File: src/hw/fspr_defines.vh
// What this block does
// - protect_sel_lo lives at status_one bit 7, non-volatile, selects write protection.
// - block_protect_field lives at status_one bits 6:2, non-volatile, sizes protected region.
// - block_protect_field changes only by write status command, never when hardware protected.
// - Page program, page erase, block erase into protected region are rejected.
// - Chip erase runs only if low protect bits zero with invert clear, or ones with invert set.
// - write_latch_flag read-only at status_one bit 1; when clear, writes are refused.
// - busy_flag at status_one bit 0 is set during program, erase or status write.
// - suspended_flag at status_two bit 7 sets after suspend command 75h.
// - suspended_flag clears on resume 7Ah, software reset pair, or power cycle.
// - protect_invert at status_two bit 6, non-volatile read/write, picks protected region.
// - secure_lock_bits at status_two bits 5:3, one-time programmable, reset to zero.
// - each secure_lock_bits bit may be set alone by register write, never cleared.
// - a security register becomes read-only once its lock bit is set.
// - four_lane_enable at status_two bit 1 turns guard and pause pins into data lanes.
// - protect_sel_hi at status_two bit 0, non-volatile read/write, selects write protection.
// - Protect select 00 free, 01 locked when guard pin low, 10 until power cycle, 11 forever.
// - A program or erase covering any protected part is ignored, contents untouched.
// - Four-lane read commands are accepted only while four_lane_enable is set.
`ifndef FSPR_DEFINES_VH
`define FSPR_DEFINES_VH
// ==========================================================================
// Field positions
`define FSPR_S1_SEL_LO 7
`define FSPR_S1_BP_HI 6
`define FSPR_S1_BP_LO 2
`define FSPR_S1_LATCH 1
`define FSPR_S1_BUSY 0
`define FSPR_S2_SUSP 7
`define FSPR_S2_INV 6
`define FSPR_S2_LOCK_HI 5
`define FSPR_S2_LOCK_LO 3
`define FSPR_S2_RSVD 2
`define FSPR_S2_QUAD 1
`define FSPR_S2_SEL_HI 0
// ==========================================================================
// Reset values and protect-select codes
`define FSPR_RST_NV 8'h00
`define FSPR_SEL_SOFT 2'h0
`define FSPR_SEL_HW 2'h1
`define FSPR_SEL_PWR 2'h2
`define FSPR_SEL_OTP 2'h3
// ==========================================================================
// Operation codes
`define FSPR_OP_NONE 4'h0
`define FSPR_OP_WRSR 4'h1
`define FSPR_OP_PROG 4'h2
`define FSPR_OP_PERASE 4'h3
`define FSPR_OP_BERASE 4'h4
`define FSPR_OP_CERASE 4'h5
`define FSPR_OP_SUSP 4'h6
`define FSPR_OP_RESUME 4'h7
`define FSPR_OP_WREN 4'h8
`define FSPR_OP_WRDI 4'h9
`define FSPR_OP_QREAD 4'ha
`define FSPR_OP_SRST 4'hb
`define FSPR_OP_SECW 4'hc
`endif

File: src/hw/fspr_regs.v
`include "fspr_defines.vh"

module fspr_regs #(
  parameter AW = 19, // Byte address width of the array.
  parameter BUSY_CYCLES = 16 // Length of an internal write in clocks.
) (
  input wire clock, // System clock.
  input wire rstn, // Synchronous reset, active low.
  input wire clk_en, // Freezes all state while low.
  input wire power_up_n, // Low marks a power cycle, from another domain.
  input wire guard_pin_n, // Write-guard pin, low locks when selected, async.
  input wire cmd_valid, // Decoded command strobe.
  input wire [3:0] cmd_op, // Decoded operation.
  input wire [AW-1:0] cmd_addr, // Target address of program or erase.
  input wire [AW-1:0] cmd_len, // Bytes covered minus one.
  input wire [7:0] cmd_s1, // Data for status_one.
  input wire [7:0] cmd_s2, // Data for status_two.
  input wire [1:0] cmd_sec_idx, // Security register targeted, 0 to 2.
  output reg [7:0] status_one, // First status register image.
  output reg [7:0] status_two, // Second status register image.
  output reg cmd_accept, // One-cycle pulse, command carried out.
  output reg cmd_reject, // One-cycle pulse, command refused.
  output reg lanes_quad // Guard and pause pins act as data lanes.
);
  // ========================================================================
  // State
  reg sel_lo_reg, sel_hi_reg, inv_reg, quad_reg, latch_reg, susp_reg;
  reg [4:0] bp_reg;
  reg [2:0] lock_reg;
  reg [15:0] busy_reg;
  reg g1_reg, g2_reg, p1_reg, p2_reg;
  reg pwr_lock_reg;
  wire busy = (busy_reg != 16'h0000);

  // Returns 1 when [lo, hi] overlaps the region marked protected.
  function prot_hit;
    input [4:0] bp;
    input inv;
    input [AW-1:0] lo;
    input [AW-1:0] hi;
    reg [AW:0] size;
    reg top;
    reg [AW:0] plo, phi;
    begin
      size = {(AW+1){1'b0}};
      top = ~bp[3];
      if (bp[2:0] == 3'h0) size = {(AW+1){1'b0}};
      else if (bp[4] == 1'b0) begin
        if (bp[2]) size = {1'b1, {AW{1'b0}}};
        else size = ({1'b1, {AW{1'b0}}} >> (4 - bp[1:0]));
      end else begin
        if (bp[2:0] == 3'h7) size = {1'b1, {AW{1'b0}}};
        else if (bp[2]) size = ({1'b1, {AW{1'b0}}} >> 4);
        else size = ({1'b1, {AW{1'b0}}} >> (8 - bp[1:0]));
      end
      if (inv) begin
        size = {1'b1, {AW{1'b0}}} - size;
        top = ~top;
      end
      if (size == {(AW+1){1'b0}}) prot_hit = 1'b0;
      else begin
        if (top) begin
          plo = {1'b1, {AW{1'b0}}} - size;
          phi = {1'b0, {AW{1'b1}}};
        end else begin
          plo = {(AW+1){1'b0}};
          phi = size - 1'b1;
        end
        prot_hit = ({1'b0, hi} >= plo) && ({1'b0, lo} <= phi);
      end
    end
  endfunction

  // ========================================================================
  // Pin synchronisers; first stage feeds only the second.
  always @(posedge clock) begin
    if (!rstn) begin
      g1_reg <= 1'b1;
      g2_reg <= 1'b1;
      p1_reg <= 1'b1;
      p2_reg <= 1'b1;
    end else if (clk_en) begin
      g1_reg <= guard_pin_n;
      g2_reg <= g1_reg;
      p1_reg <= power_up_n;
      p2_reg <= p1_reg;
    end
  end

  // ========================================================================
  // Command decode; refusals come first so nothing partial is ever applied.
  wire [1:0] sel = {sel_hi_reg, sel_lo_reg};
  // Guard pin acts only while it has its control role.
  wire sr_locked = (sel == `FSPR_SEL_OTP) || (sel == `FSPR_SEL_PWR) ||
                   ((sel == `FSPR_SEL_HW) && !g2_reg && !quad_reg);
  wire [AW-1:0] last = cmd_addr + cmd_len;
  wire hit = prot_hit(bp_reg, inv_reg, cmd_addr, last);
  wire chip_ok = (bp_reg[2:0] == 3'h0 && !inv_reg) || (bp_reg[2:0] == 3'h7 && inv_reg);
  reg ok;
  always @* begin
    ok = 1'b0;
    case (cmd_op)
      `FSPR_OP_WRSR: ok = latch_reg && !busy && !sr_locked;
      `FSPR_OP_PROG, `FSPR_OP_PERASE, `FSPR_OP_BERASE: ok = latch_reg && !busy && !hit;
      `FSPR_OP_CERASE: ok = latch_reg && !busy && chip_ok;
      `FSPR_OP_SECW: ok = latch_reg && !busy && !lock_reg[cmd_sec_idx];
      `FSPR_OP_QREAD: ok = quad_reg && !busy;
      `FSPR_OP_SUSP: ok = busy;
      `FSPR_OP_RESUME: ok = susp_reg;
      default: ok = 1'b1;
    endcase
  end

  // ========================================================================
  // Register update. Non-volatile fields survive rstn; a software reset only
  // clears volatile state, and the power-cycle lock clears on power_up_n low.
  always @(posedge clock) begin
    if (!rstn) begin
      latch_reg <= 1'b0;
      susp_reg <= 1'b0;
      busy_reg <= 16'h0000;
      cmd_accept <= 1'b0;
      cmd_reject <= 1'b0;
      status_one <= `FSPR_RST_NV;
      status_two <= `FSPR_RST_NV;
      lanes_quad <= 1'b0;
    end else if (clk_en) begin
      cmd_accept <= cmd_valid && ok;
      cmd_reject <= cmd_valid && !ok;
      if (busy && !susp_reg) busy_reg <= busy_reg - 16'h0001;
      if (cmd_valid && ok) begin
        case (cmd_op)
          `FSPR_OP_WREN: latch_reg <= 1'b1;
          `FSPR_OP_WRDI: latch_reg <= 1'b0;
          `FSPR_OP_SUSP: susp_reg <= 1'b1;
          `FSPR_OP_RESUME: susp_reg <= 1'b0;
          `FSPR_OP_SRST: begin
            susp_reg <= 1'b0;
            busy_reg <= 16'h0000;
            latch_reg <= 1'b0;
          end
          `FSPR_OP_QREAD: latch_reg <= latch_reg;
          `FSPR_OP_NONE: latch_reg <= latch_reg;
          default: begin
            latch_reg <= 1'b0;
            busy_reg <= BUSY_CYCLES[15:0];
          end
        endcase
      end
      if (!p2_reg) susp_reg <= 1'b0;
      status_one <= {sel_lo_reg, bp_reg, latch_reg, busy};
      status_two <= {susp_reg, inv_reg, lock_reg, 1'b0, quad_reg, sel_hi_reg};
      lanes_quad <= quad_reg;
    end
  end

  // Non-volatile fields: changed only by their own write, except protect select, cleared by a power cycle while power-locked; model of the cell array.
  always @(posedge clock) begin
    if (!rstn) begin
      pwr_lock_reg <= 1'b0;
    end else if (clk_en) begin
      pwr_lock_reg <= 1'b0;
    end
  end
  always @(posedge clock) begin
    if (clk_en && !p2_reg && sel == `FSPR_SEL_PWR) begin
      sel_hi_reg <= 1'b0;
      sel_lo_reg <= 1'b0;
    end else if (clk_en && rstn && cmd_valid && ok && cmd_op == `FSPR_OP_WRSR) begin
      sel_lo_reg <= cmd_s1[`FSPR_S1_SEL_LO];
      bp_reg <= cmd_s1[`FSPR_S1_BP_HI:`FSPR_S1_BP_LO];
      inv_reg <= cmd_s2[`FSPR_S2_INV];
      lock_reg <= lock_reg | cmd_s2[`FSPR_S2_LOCK_HI:`FSPR_S2_LOCK_LO];
      quad_reg <= cmd_s2[`FSPR_S2_QUAD];
      sel_hi_reg <= cmd_s2[`FSPR_S2_SEL_HI];
    end
  end
  // Power-up defaults for the cells; simulation starts from the erased state.
  initial begin
    sel_lo_reg = 1'b0;
    sel_hi_reg = 1'b0;
    bp_reg = 5'h00;
    inv_reg = 1'b0;
    quad_reg = 1'b0;
    lock_reg = 3'h0;
  end
endmodule // fspr_regs

File: config.mk
export PLATFORM = sky130hd
export DESIGN_NAME = fspr_regs
export DESIGN_NICKNAME = d
export VERILOG_FILES = /design/src/hw/fspr_regs.v
export VERILOG_INCLUDE_DIRS = /design/src /design/src/hw
export SDC_FILE = /design/constraint.sdc
export NUM_CORES = 1
export LEC_CHECK = 0
export BUFFER_PORTS_ARGS = -buffer_cell sky130_fd_sc_hd__buf_2
export CAP_MARGIN = 5
export CORE_ASPECT_RATIO = 0.8
export CORE_MARGIN = 4
export CORE_UTILIZATION = 30
export CTS_CLUSTER_DIAMETER = 50
export DETAILED_ROUTE_END_ITERATION = 10
export GPL_TIMING_DRIVEN = 0
export MAX_ROUTING_LAYER = met4
export PLACE_DENSITY = 0.52
export SYNTH_ARGS = -nofsm -noshare
export SYNTH_HDL_FRONTEND = slang
export SYNTH_SLANG_ARGS = --single-unit
File: constraint.sdc
create_clock -name clock -period 8.91 [get_ports clock]
set_input_delay 0.4455 -clock clock [delete_from_list [all_inputs] [get_ports clock]]
set_output_delay 0.4455 -clock clock [all_outputs]
set_load 0.02 [all_outputs]
# Yosys cells after proc, flatten, opt, wreduce, memory -nomap -nowiden
# Index checks and enable logic that the tools add are counted.
[classes] n_addsub=7 n_lt_le_gt_ge=3 eq_ne=18 shifts=2 muxes=22 bitwise=4 reduce_logical=44
[ops] cell="$mux 20" n=10
[ops] cell="$shr 20x32->20 const A" n=2
[ops] cell="$sub 20x20->20 const A" n=2
[ops] cell="$mux 16" n=2
[ops] cell="$pmux 16 s2" n=1
[ops] cell="$eq 4x4->1 const B" n=5
[ops] cell="$ge 19x20->1" n=1
[ops] cell="$le 19x20->1" n=1
[ops] cell="$logic_and 1x1->1" n=20
[ops] cell="$logic_not 20->1" n=1
[ops] cell="$sub 20x1->20 const B" n=1
[ops] cell="$add 19x19->19" n=1
[ops] cell="$eq 4x3->1 const B" n=4
[ops] cell="$reduce_bool 16->1" n=1
[ops] cell="$sub 16x1->16 const B" n=1
[ops] cell="$logic_not 1->1" n=10
[ops] cell="$eq 4x2->1 const B" n=2
[ops] cell="$pmux 1 s7" n=1
[ops] cell="$reduce_and 3->1" n=2
[ops] cell="$reduce_or 6->1" n=1
[ops] cell="$mux 1" n=5
[ops] cell="$sub 4x2->5 const A" n=1
[ops] cell="$eq 2x2->1 const B" n=2
[ops] cell="$eq 4x1->1 const B" n=1
[ops] cell="17 further kinds" n=22
[word_totals] regBits=52 in_bits=66 out_inout_bits=19 wordCells=118

# Depth between registers and ports, before layout
# Gate-level depths: netlist (run 1).
[logic_depth] word_depth=20 mapped_depth=22

# Worst setup path after synthesis (run 1)
# OpenSTA, ideal clock, no wires.
[synth_timing] path_type="in2reg" from="in cmd_addr[0]" to="reg sel_lo_reg" arrival_time_ns=4.359 t_required_ns=8.789 slack_ns=4.431 stages=20 path_cell_list="ha_1 > inv_1 > fa_1 > nor2b_1 > o21ai_0 > a21boi_0 > o211ai_1 > a21boi_0 > o31ai_1 > a21oi_1 > and4_1 > nor3_1 > ha_1 > a2111oi_0 > nand3_1 > nor3b_1 > a21oi_2 > o21bai_4 > nor3_2 > mux2_2"
[synth_via] elab_chain_len=9 elab_cells_between_ends=10 cone_classes="add/sub (1); order compare (2); mux (2); reduce/logical (5)"
[synth_rtl] element="start, declared" line_no="fspr_regs.v:14" rtl="input wire [AW-1:0] cmd_addr,"
[synth_rtl] element="$add 19x19->19" line_no="fspr_regs.v:96" rtl="wire [AW-1:0] last = cmd_addr + cmd_len;"
[synth_rtl] element="$ge 19x20->1" line_no="fspr_regs.v:69" rtl="prot_hit = ({1'b0, hi} >= plo) && ({1'b0, lo} <= phi);"
[synth_rtl] element="$logic_and 1x1->1 *" line_no="fspr_regs.v:69"
[synth_rtl] element="$mux 1 *" line_no="fspr_regs.v:60" rtl="if (size == {(AW+1){1'b0}}) prot_hit = 1'b0;"
[synth_rtl] element="$logic_not 1->1 *" line_no="fspr_regs.v:104" rtl="`FSPR_OP_PROG, `FSPR_OP_PERASE, `FSPR_OP_BERASE: ok = latch_reg && !busy && !hit;"
[synth_rtl] element="$logic_and 1x1->1 *" line_no="fspr_regs.v:104"
[synth_rtl] element="$pmux 1 s7 *" line_no="fspr_regs.v:102" rtl="case (cmd_op)"
[synth_rtl] element="$logic_and 1x1->1 *" line_no="fspr_regs.v:169" rtl="end else if (clk_en && rstn && cmd_valid && ok && cmd_op == `FSPR_OP_WRSR) begin"
[synth_rtl] element="$logic_and 1x1->1 (no line) *"
[synth_rtl] element="end signal, assigned" line_no="fspr_regs.v:170" rtl="sel_lo_reg <= cmd_s1[`FSPR_S1_SEL_LO];"
[synth_rtl] element="end, declared" line_no="fspr_regs.v:27" rtl="reg sel_lo_reg, sel_hi_reg, inv_reg, quad_reg, latch_reg, susp_reg;"
# Every way passes the cells marked *; elsewhere a longest branch is shown, timed or not.
# A chain may end at the register's enable or synchronous reset.

# Final worst setup path (run 1)
[layout_timing] from="reg inv_reg" to="reg sel_lo_reg"
[layout_via] elab_chain_len=12 elab_cells_between_ends=23 cone_classes="add/sub (2); order compare (2); mux (8); reduce/logical (11)"
[layout_rtl] element="start, declared" line_no="fspr_regs.v:27"
[layout_rtl] element="start signal, assigned" line_no="fspr_regs.v:172" rtl="inv_reg <= cmd_s2[`FSPR_S2_INV];"
[layout_rtl] element="$mux 20" line_no="fspr_regs.v:56" rtl="if (inv) begin"
[layout_rtl] element="$sub 20x20->20 / $sub 20x1->20 (equally long branches)" line_no="fspr_regs.v:63, fspr_regs.v:67"
[layout_rtl] element="$mux 20" line_no="fspr_regs.v:62" rtl="if (top) begin"
[layout_rtl] element="$mux 20" line_no="fspr_regs.v:60"
[layout_rtl] element="$ge 19x20->1 / $le 19x20->1 (equally long branches)" line_no="fspr_regs.v:69"
[layout_rtl] element="$logic_and 1x1->1" line_no="fspr_regs.v:69"
[layout_rtl] element="$mux 1" line_no="fspr_regs.v:60"
[layout_rtl] element="$logic_not 1->1" line_no="fspr_regs.v:104"
[layout_rtl] element="$logic_and 1x1->1" line_no="fspr_regs.v:104"
[layout_rtl] element="$pmux 1 s7 *" line_no="fspr_regs.v:102"
[layout_rtl] element="$logic_and 1x1->1 *" line_no="fspr_regs.v:169"
[layout_rtl] element="$logic_and 1x1->1 (no line) *"
# Every way passes the cells marked *; elsewhere a longest branch is shown, timed or not. The select of a mux whose other input is x is not followed.

==> impl_metrics.yaml, run 1 <==
timing:
  finalCritPeriodShare: 0.623
  drv_slew: 0
  setup_tns_ns: 0
  final_hold_viol_count: 0
  whs_ns: 0.322
  period_needed_ns: 5.55
  setup_viol: 0
  fmax_mhz: 180
  rsz0062_at_grt: "false"
  slew_headroom: 0.150
  tightest_slew_ns: 1.24
  clock_skew_ns: 0.00702
setup_path:
  reg2reg_depth: 17
  arrival_ns: 5.73
  path_class: "register to register"
  start_kind: "register"
  required_ns: 9.09
  path_max_fanout: 12
  cp-end-kind: "register"
die:
  placementRows: 39
  dieHeight_um: 117
  die_area_um2: 17000
  die_w_um: 145
  core_um2: 14400
  initial_core_util: 0.311
  pin_count: 85
worst_hold_path:
  holdPathStages: 1
  hold_path.class: "input port to register"
pwr:
  p_per_area_nw_per_um2: 171
  vdd.ir_drop.worst_mv: 0.111
  leakage_uw: 0.00227
detailed_routing:
  drt_iter0_drc: 348
  routed_wl_um: 12100
  vias: 4217
  ant_nets: 0
  routed_via_density: 5.12
  wire_per_inst_um: 14.7
  drc: 0
  dr.pass1.iters: 5
layout:
  largest_reg_flops: 16
  nNetsFinal: 756
  final_common_cell: "buf_2"
  drive_gt1_frac: 0.189
  num_antenna_cells: 0
  area_growth_pct: 17.8
  layout_common_cells: "81 x buf_2, 54 x nor2_1, 51 x ha_1"
logic_synthesis:
  ys_async_sr_fraction: 0
  synth.distinct_cells: 70
  syn_avg_cell_area_um2: 8.16
  ys_seq_area_frac: 0.250
  syn_inst: 550
  syn_area_um2: 4490
  synth-seq-cells: 51
  ys.flop_type: "dfxtp_1"
  synth_edf_count: 10
  yosys_warnings: 0
clock_network:
  cts_hold_buf: 0
  clk_pin_slew_ns: 0.07
  numCtsBuffers: 5
  cts_tree: "built"
  max-clock-path-buffers: 2
  post_cts.repair.setup_buffers: 0
  cts_resized: 0
  insertion_delay_ns: 0.29
  root_buffer: "clkbuf_16"
  clkSinkCount: 51
  ctsHtreeMaxLevel: 2
global_routing:
  grt_start_max_net_pins: 17
  grt_usage: 0.150
  antenna_found_initial: 0
  grt_pass1_vias: 4150
  grt_pass1_wl_um: 20400
  grt_overflow: 0
placement:
  dpl.hpwl_um: 9950
  globalplace.congestion: 0.926
  port_buffers: 77
flow_run:
  drv_cap: 0
run_status:
  status: "finished, final reports clean"
power by group:
part | internal [uW] | switching [uW]
registers | 273 | 32.6
clock network | 132 | 83.3
logic | 177 | 208
total | 582 | 324
through the flow:
step           total power [uW]  utilization  cells  cell area [um^2]  worst slack [ns]
3_5_place_dp                693        0.354    815              5120              3.29
4_1_cts                     917        0.366    823              5290              3.41
2_1_floorplan               605            -    554              4500              4.43
6_report                    906        0.366    823              5290              3.36
5_1_grt                     980        0.366    823              5290              2.83
3_3_place_gp                682        0.354    815              5120              3.41
worst paths after layout:
path | from | end | slack [ns]
setup reg to reg | inv_reg | sel_lo_reg | 3.36
hold / removal | cmd_s1[2] | bp_reg[0] | 0.32
setup / recovery | inv_reg | sel_lo_reg | 3.36
hold reg to reg | cmd_accept | cmd_accept | 0.47
layout make-up:
cell class	count	area, um^2
tap	184	230
clock inverter	3	43.8
sequential	51	1120
buffer	30	136
timing repair buffer	77	385
fill	1532	9160
multi-input combinational	457	3180
clock buffer	5	125
inverter	16	60.1
routing by layer:
metal,vias to the layer above,GRT usage,part of all wire
met5,-,-,0
met4,0,0.0315,0.0094
met3,10,0.0224,0.058
met2,118,0.207,0.41
met1,1927,0.229,0.52
li1,2162,-,-
Yosys cell counts (7+ instances only):
library cell / number / share of area
nor2_1: 54 / 0.045
ha_1: 51 / 0.14
nand2_1: 45 / 0.038
dfxtp_1: 41 / 0.18
a21oi_1: 40 / 0.045
xnor2_1: 24 / 0.047
mux2i_1: 23 / 0.051
o21ai_0: 21 / 0.023
nor3_1: 18 / 0.020
clkbuf_1: 16 / 0.013
inv_1: 16 / 0.013
nand2b_1: 15 / 0.021
nand3_1: 14 / 0.016
nor2b_1: 12 / 0.017
edfxtp_1: 10 / 0.067
nor2_2: 10 / 0.014
xor2_1: 10 / 0.020
a31oi_1: 7 / 0.0098
critical path, stage by stage, from the launching register on:
cell,delay [ns]
edfxtp_1,0.32
clkbuf_1,0.27
clkbuf_1,0.39
nor2b_1,0.14
a2111oi_0,1.05
nor3_1,0.17
xor2_1,0.26
nor2b_1,0.24
ha_1,0.29
nand4_1,0.10
nor3_1,0.06
o2bb2ai_1,0.11
a31oi_1,0.26
mux2i_1,0.16
a21oi_2,0.26
o21bai_4,0.15
nor3_2,0.80
mux2_2,0.41
kinds of logic (layout without fill, tap and decap cells):
group / count (synthesis) / in the layout / share of synthesized area
buf+inv: 46 / 131 / 0.0438
fa+ha+maj: 53 / 53 / 0.149
compound gates: 125 / 125 / 0.189
xor+xnor: 34 / 34 / 0.0664
mux: 24 / 24 / 0.0538
flops: 51 / 51 / 0.250
other cells: 2 / 6 / 0.00167
simple gates: 215 / 215 / 0.247
Power figures use the tool's default switching activity.
==> run 2: changes to the inputs <==
Settings changed: ABC_AREA from default to 1.
Clock period 8.91 ns to 5.4 ns, I/O delays scaled along.
==> run 2 against run 1 <==
Effect of this change: critical path depth increased by 13; setup slack got worse by 2.4 ns; hold slack worse by 0.16 ns; clock skew barely moved; synthesized area up 0.89%; cell count up 13%; sequential share of layout area down 0.13 points; sequential power grew 68%; critical path type is now input port to register.
==> impl_metrics.yaml, run 2 <==
run_status:
  status: "finished, final reports clean"
placement:
  globalplace.congestion: 0.862
  dpl.hpwl_um: 9370
  dp.cells: 926
  port_buffers: 78
setup_path:
  reg2reg_depth: 21
  crit_end: "bp_reg[1]"
  worstReg2RegStart: "inv_reg"
  required_ns: 5.33
  arrival_ns: 4.37
  path_class: "input port to register"
  start_kind: "input port"
  crit_top_cell: "nand2_1"
  critPathSlowestCell: "a21boi_0"
  r2r-end: "bp_reg[1]"
  cpPeakStageDelay_ns: 0.37
  crit_start: "cmd_addr[4]"
  path_max_fanout: 12
  rrSetupSlack_ns: 1.23
  cp-end-kind: "register"
die:
  dieHeight_um: 118
  die_area_um2: 17100
  core_um2: 14500
  placementRows: 39
  die_w_um: 145
  pin_count: 85
  initial_core_util: 0.311
global_routing:
  antenna_found_initial: 0
  grt_usage: 0.134
  grt_pass1_wl_um: 18900
  grt_overflow: 0
  grt_start_max_net_pins: 16
  grt_pass1_vias: 3967
logic_synthesis:
  synth_top_cell_area_share: 0.181
  yosys_warnings: 0
  syn_inst: 660
  yosys.area.top_type: "dfxtp_1"
  synth_commonest_cells: "124 x nand2_1, 84 x inv_1, 76 x nor2_1"
  synth_edf_count: 10
  synth.distinct_cells: 51
  syn_area_um2: 4530
  syn_avg_cell_area_um2: 6.86
  ys_async_sr_fraction: 0
  synth-seq-cells: 51
  synthTopCellsByArea: "dfxtp_1 18%, ha_1 14%, nand2_1 10%"
  ys_seq_area_frac: 0.248
  synth.most_common_cell: "nand2_1"
  ys.flop_type: "dfxtp_1"
timing:
  clock_skew_ns: 0.00736
  setup_viol: 0
  setup_tns_ns: 0
  tightest_slew_ns: 0.646
  rsz0062_at_grt: "false"
  slew_headroom: 0.568
  drv_slew: 0
  final_hold_viol_count: 0
  fmax_mhz: 225
  period_needed_ns: 4.45
  finalCritPeriodShare: 0.823
clock_network:
  post_cts.repair.setup_buffers: 0
  cts_hold_buf: 0
  clkSinkCount: 51
  max-clock-path-buffers: 2
  cts_resized: 0
  cts_tree: "built"
  numCtsBuffers: 5
  root_buffer: "clkbuf_16"
  insertion_delay_ns: 0.29
  clk_pin_slew_ns: 0.06
  ctsHtreeMaxLevel: 2
detailed_routing:
  routed_wl_um: 11200
  wire_per_inst_um: 11.9
  dr.pass1.iters: 4
  routed_via_density: 4.48
  drc: 0
  drt_iter0_drc: 194
  ant_nets: 0
  vias: 4185
pwr:
  p_per_area_nw_per_um2: 287
  leakage_uw: 0.00278
  vdd.ir_drop.worst_mv: 0.185
worst_hold_path:
  holdPathStages: 1
  hold_path.class: "input port to register"
layout:
  num_antenna_cells: 0
  layout_common_cells: "124 x nand2_1, 84 x inv_1, 80 x buf_2"
  nNetsFinal: 867
  fin_util: 0.366
  final-instance-count-excl-fill: 934
  area_growth_pct: 17.5
  drive_gt1_frac: 0.201
  largest_reg_flops: 16
  final_common_cell: "nand2_1"
flow_run:
  drv_cap: 0
run 2: layout make-up:
cell class	count	area [um^2]
tap	184	230
fill	1628	9220
sequential	51	1120
multi-input combinational	494	2950
timing repair buffer	78	390
inverter	106	402
buffer	13	66.3
clock buffer	8	158
run 2: worst min path at each step:
stage               from  slack (ns)   endpoint
2_1_floorplan  cmd_s1[2]        0.37  bp_reg[0]
3_3_place_gp      g1_reg        0.44     g1_reg
3_5_place_dp      g1_reg        0.44     g1_reg
4_1_cts        cmd_s1[6]        0.16  bp_reg[4]
5_1_grt        cmd_s1[6]        0.15  bp_reg[4]
6_report       cmd_s1[6]        0.16  bp_reg[4]
run 2: per-stage QoR:
| stage | total power (uW) | setup slack [ns] | area (um^2) | hold slack [ns] |
|---|---|---|---|---|
| finish | 1530 | 0.955 | 5320 | 0.164 |
| global route | 1670 | 0.363 | 5320 | 0.152 |
| CTS | 1540 | 0.899 | 5320 | 0.160 |
| detailed placement | 1210 | 0.607 | 5160 | 0.444 |
| global placement | 1210 | 0.603 | 5160 | 0.443 |
| floorplan | 1050 | 1.53 | 4540 | 0.369 |
run 2: power by group:
part	switching (uW)	total [uW]	internal (uW)
sequential	57.9	515	457
clock	132	333	201
combinational	402	680	278
run 2: cells by family after synthesis:
logic type | share of synthesized area
DFF | 0.248
other | 0.00166
xor gates and xnor gates | 0.0735
AOI/OAI and AO/OA | 0.117
adders and majority gates | 0.145
buffers and inverters | 0.103
and+or+nand+nor | 0.309
muxes | 0.00249
run 2: metal layers:
layer,track usage,up-vias,wire [um]
li1,-,2292,-
met1,0.194,1823,6120
met2,0.196,64,4490
met3,0.0250,6,457
met4,0.0255,0,80
met5,-,-,0
run 2: worst max-delay path: cells and delay by family:
family | cells | cell delay [ns]
AO/OA/AOI/OAI | 9 | 1.64
AND/OR/NAND/NOR | 14 | 1.02
buffers and inverters | 4 | 0.62
adder cells (fa/ha/maj) | 2 | 0.61
XOR/XNOR | 1 | 0.17
==> run 3: changes to the inputs <==
Settings changed: PLACE_DENSITY 0.52 to 0.54.
Clock period 5.4 ns to 3.8 ns, I/O delays scaled along.
==> run 3 against run 2 <==
Effect of this change: the flow now finishes with violations (setup timing); critical path type is now register to register; highest routed layer unchanged; clock power rose by 53%; sequential power rose by 43%; clock skew fell by 0.0022 ns; combinational power rose by 69%.
==> impl_metrics.yaml, run 3 (synthesis gave the netlist of run 2 again) <==
die:
  placementRows: 39
  initial_core_util: 0.311
  core_um2: 14500
  dieHeight_um: 118
  pin_count: 85
  die_w_um: 145
  die_area_um2: 17100
placement:
  globalplace.congestion: 0.829
  dp.cells: 926
  port_buffers: 78
  dpl.hpwl_um: 9610
layout:
  multi_input_area_um2: 3270
  final_common_cell: "nand2_1"
  final-instance-count-excl-fill: 971
  fill_cells: 1530
  drive_gt1_frac: 0.303
  seq_area_um2: 1120
  largest_reg_flops: 16
  nNetsFinal: 903
  layout_common_cells: "119 x nand2_1, 77 x inv_1, 77 x buf_2"
  area_growth_pct: 32.9
clock_network:
  clk_pin_slew_ns: 0.07
  root_buffer: "clkbuf_16"
  ctsHtreeMaxLevel: 2
  max-clock-path-buffers: 2
  cts_hold_buf: 0
  numCtsBuffers: 5
  clkSinkCount: 51
  cts_tree: "built"
  insertion_delay_ns: 0.29
detailed_routing:
  drt_iter0_drc: 120
  vias: 4415
  routed_via_density: 4.55
  wire_per_inst_um: 12.9
  ant_nets: 0
  routed_wl_um: 12500
  dr.pass1.iters: 4
  drc: 0
run_status:
  violations: "setup timing"
  status: "finished with violations"
global_routing:
  grt_pass1_vias: 4060
  grt_start_max_net_pins: 16
  antenna_found_initial: 1
  grt_pass1_wl_um: 20200
  grt_overflow: 0
  grt_usage: 0.145
timing:
  slew_headroom: 0.577
  whs_ns: 0.0696
  rsz0062_at_grt: "true"
  final_hold_viol_count: 0
  clock_skew_ns: 0.00512
  setup_viol: 9
  period_needed_ns: 3.82
  finalCritPeriodShare: 1.00
  drv_slew: 0
  setup_ws_ns: -0.0173
  fmax_mhz: 262
  tightest_slew_ns: 0.634
setup_path:
  crit_top_cell: "nand2_1"
  cpPeakStageDelay_ns: 0.50
  path_max_fanout: 6
  required_ns: 3.86
  cp-end-kind: "register"
  arrival_ns: 3.88
  path_class: "register to register"
  cp_num_buf_inv: 4
  start_kind: "register"
  crit_family: "simple AND/OR/NAND/NOR gates"
  critPathSlowestCell: "edfxtp_1"
flow_run:
  drv_cap: 0
pwr:
  leakage_uw: 0.00304
  vdd.ir_drop.worst_mv: 0.213
  p_per_area_nw_per_um2: 398
worst_hold_path:
  hold_path.class: "input port to register"
-- run 3: changes by cell type in the layout (fill, tap and decap cells not counted), moves of 6 or more --
cell,before,now
nand2_4,3,11
inv_2,16,22
nand3_1,33,25
a21oi_2,1,7
buf_4,2,32
a21oi_1,40,34
inv_1,84,77
-- run 3: layout make-up --
type	count	area share
multi-input cells	494	0.544
diodes	1	0.000416
repair buffers	114	0.123
clock buffers	5	0.0208
flip-flops and latches	51	0.186
well taps	184	0.0383
plain buffers	13	0.0125
clock inverters	3	0.00645
inverters	106	0.0684
-- run 3: metrics by stage --
stage / TNS (ns) / area [um^2] / setup WS [ns] / total power [uW] / util
final: -0.0993 / 6020 / -0.0173 / 2390 / 0.414
after CTS: 0 / 5540 / 0.0115 / 2270 / 0.381
after floorplan: 0 / 4540 / 0.00909 / 1490 / -
after detailed placement: -22.29 / 5160 / -0.926 / 1710 / 0.355
after global routing: -6.21 / 6020 / -0.247 / 2600 / 0.414
after global placement: -22.33 / 5160 / -0.921 / 1710 / 0.355
-- run 3: what timing repair did --
item	CTS	global route
buffers inserted	13	21
endpoints found under the setup margin	32	32
resized for setup	21	63
cloned	1	1
pin swaps	5	44
-- run 3: metal layers --
layer	wire [um]	part of all wire	up-vias	GRT usage
met4	77	0.0062	0	0.0249
met5	0	0	-	-
li1	-	-	2367	-
met3	546	0.044	8	0.0216
met1	6710	0.54	1962	0.222
met2	5170	0.41	78	0.200
-- run 3: path summary, 6_finish.rpt --
| kind | from | end | slack, ns | cells past startpoint |
|---|---|---|---|---|
| max | bp_reg[1] | bp_reg[3] | -0.02 | 27 |
| min | cmd_s2[6] | inv_reg | 0.07 | 1 |
| max reg2reg | bp_reg[1] | bp_reg[3] | -0.02 | 27 |
| min reg2reg | g2_reg | g2_reg | 0.45 | 2 |
-- run 3: worst register-to-register path: cells and delay by family, from the launching register on --
kind | cells | cell delay [ns]
xor+xnor | 2 | 0.34
fa+ha+maj | 1 | 0.35
buf+inv | 4 | 0.43
flops | 1 | 0.50
simple gates | 20 | 1.98
-- run 3: power by group --
group	switching [uW]	leakage [uW]	internal (uW)
clock	203	0.0000812	308
sequential	84.2	0.000427	649
combinational	666	0.00253	482
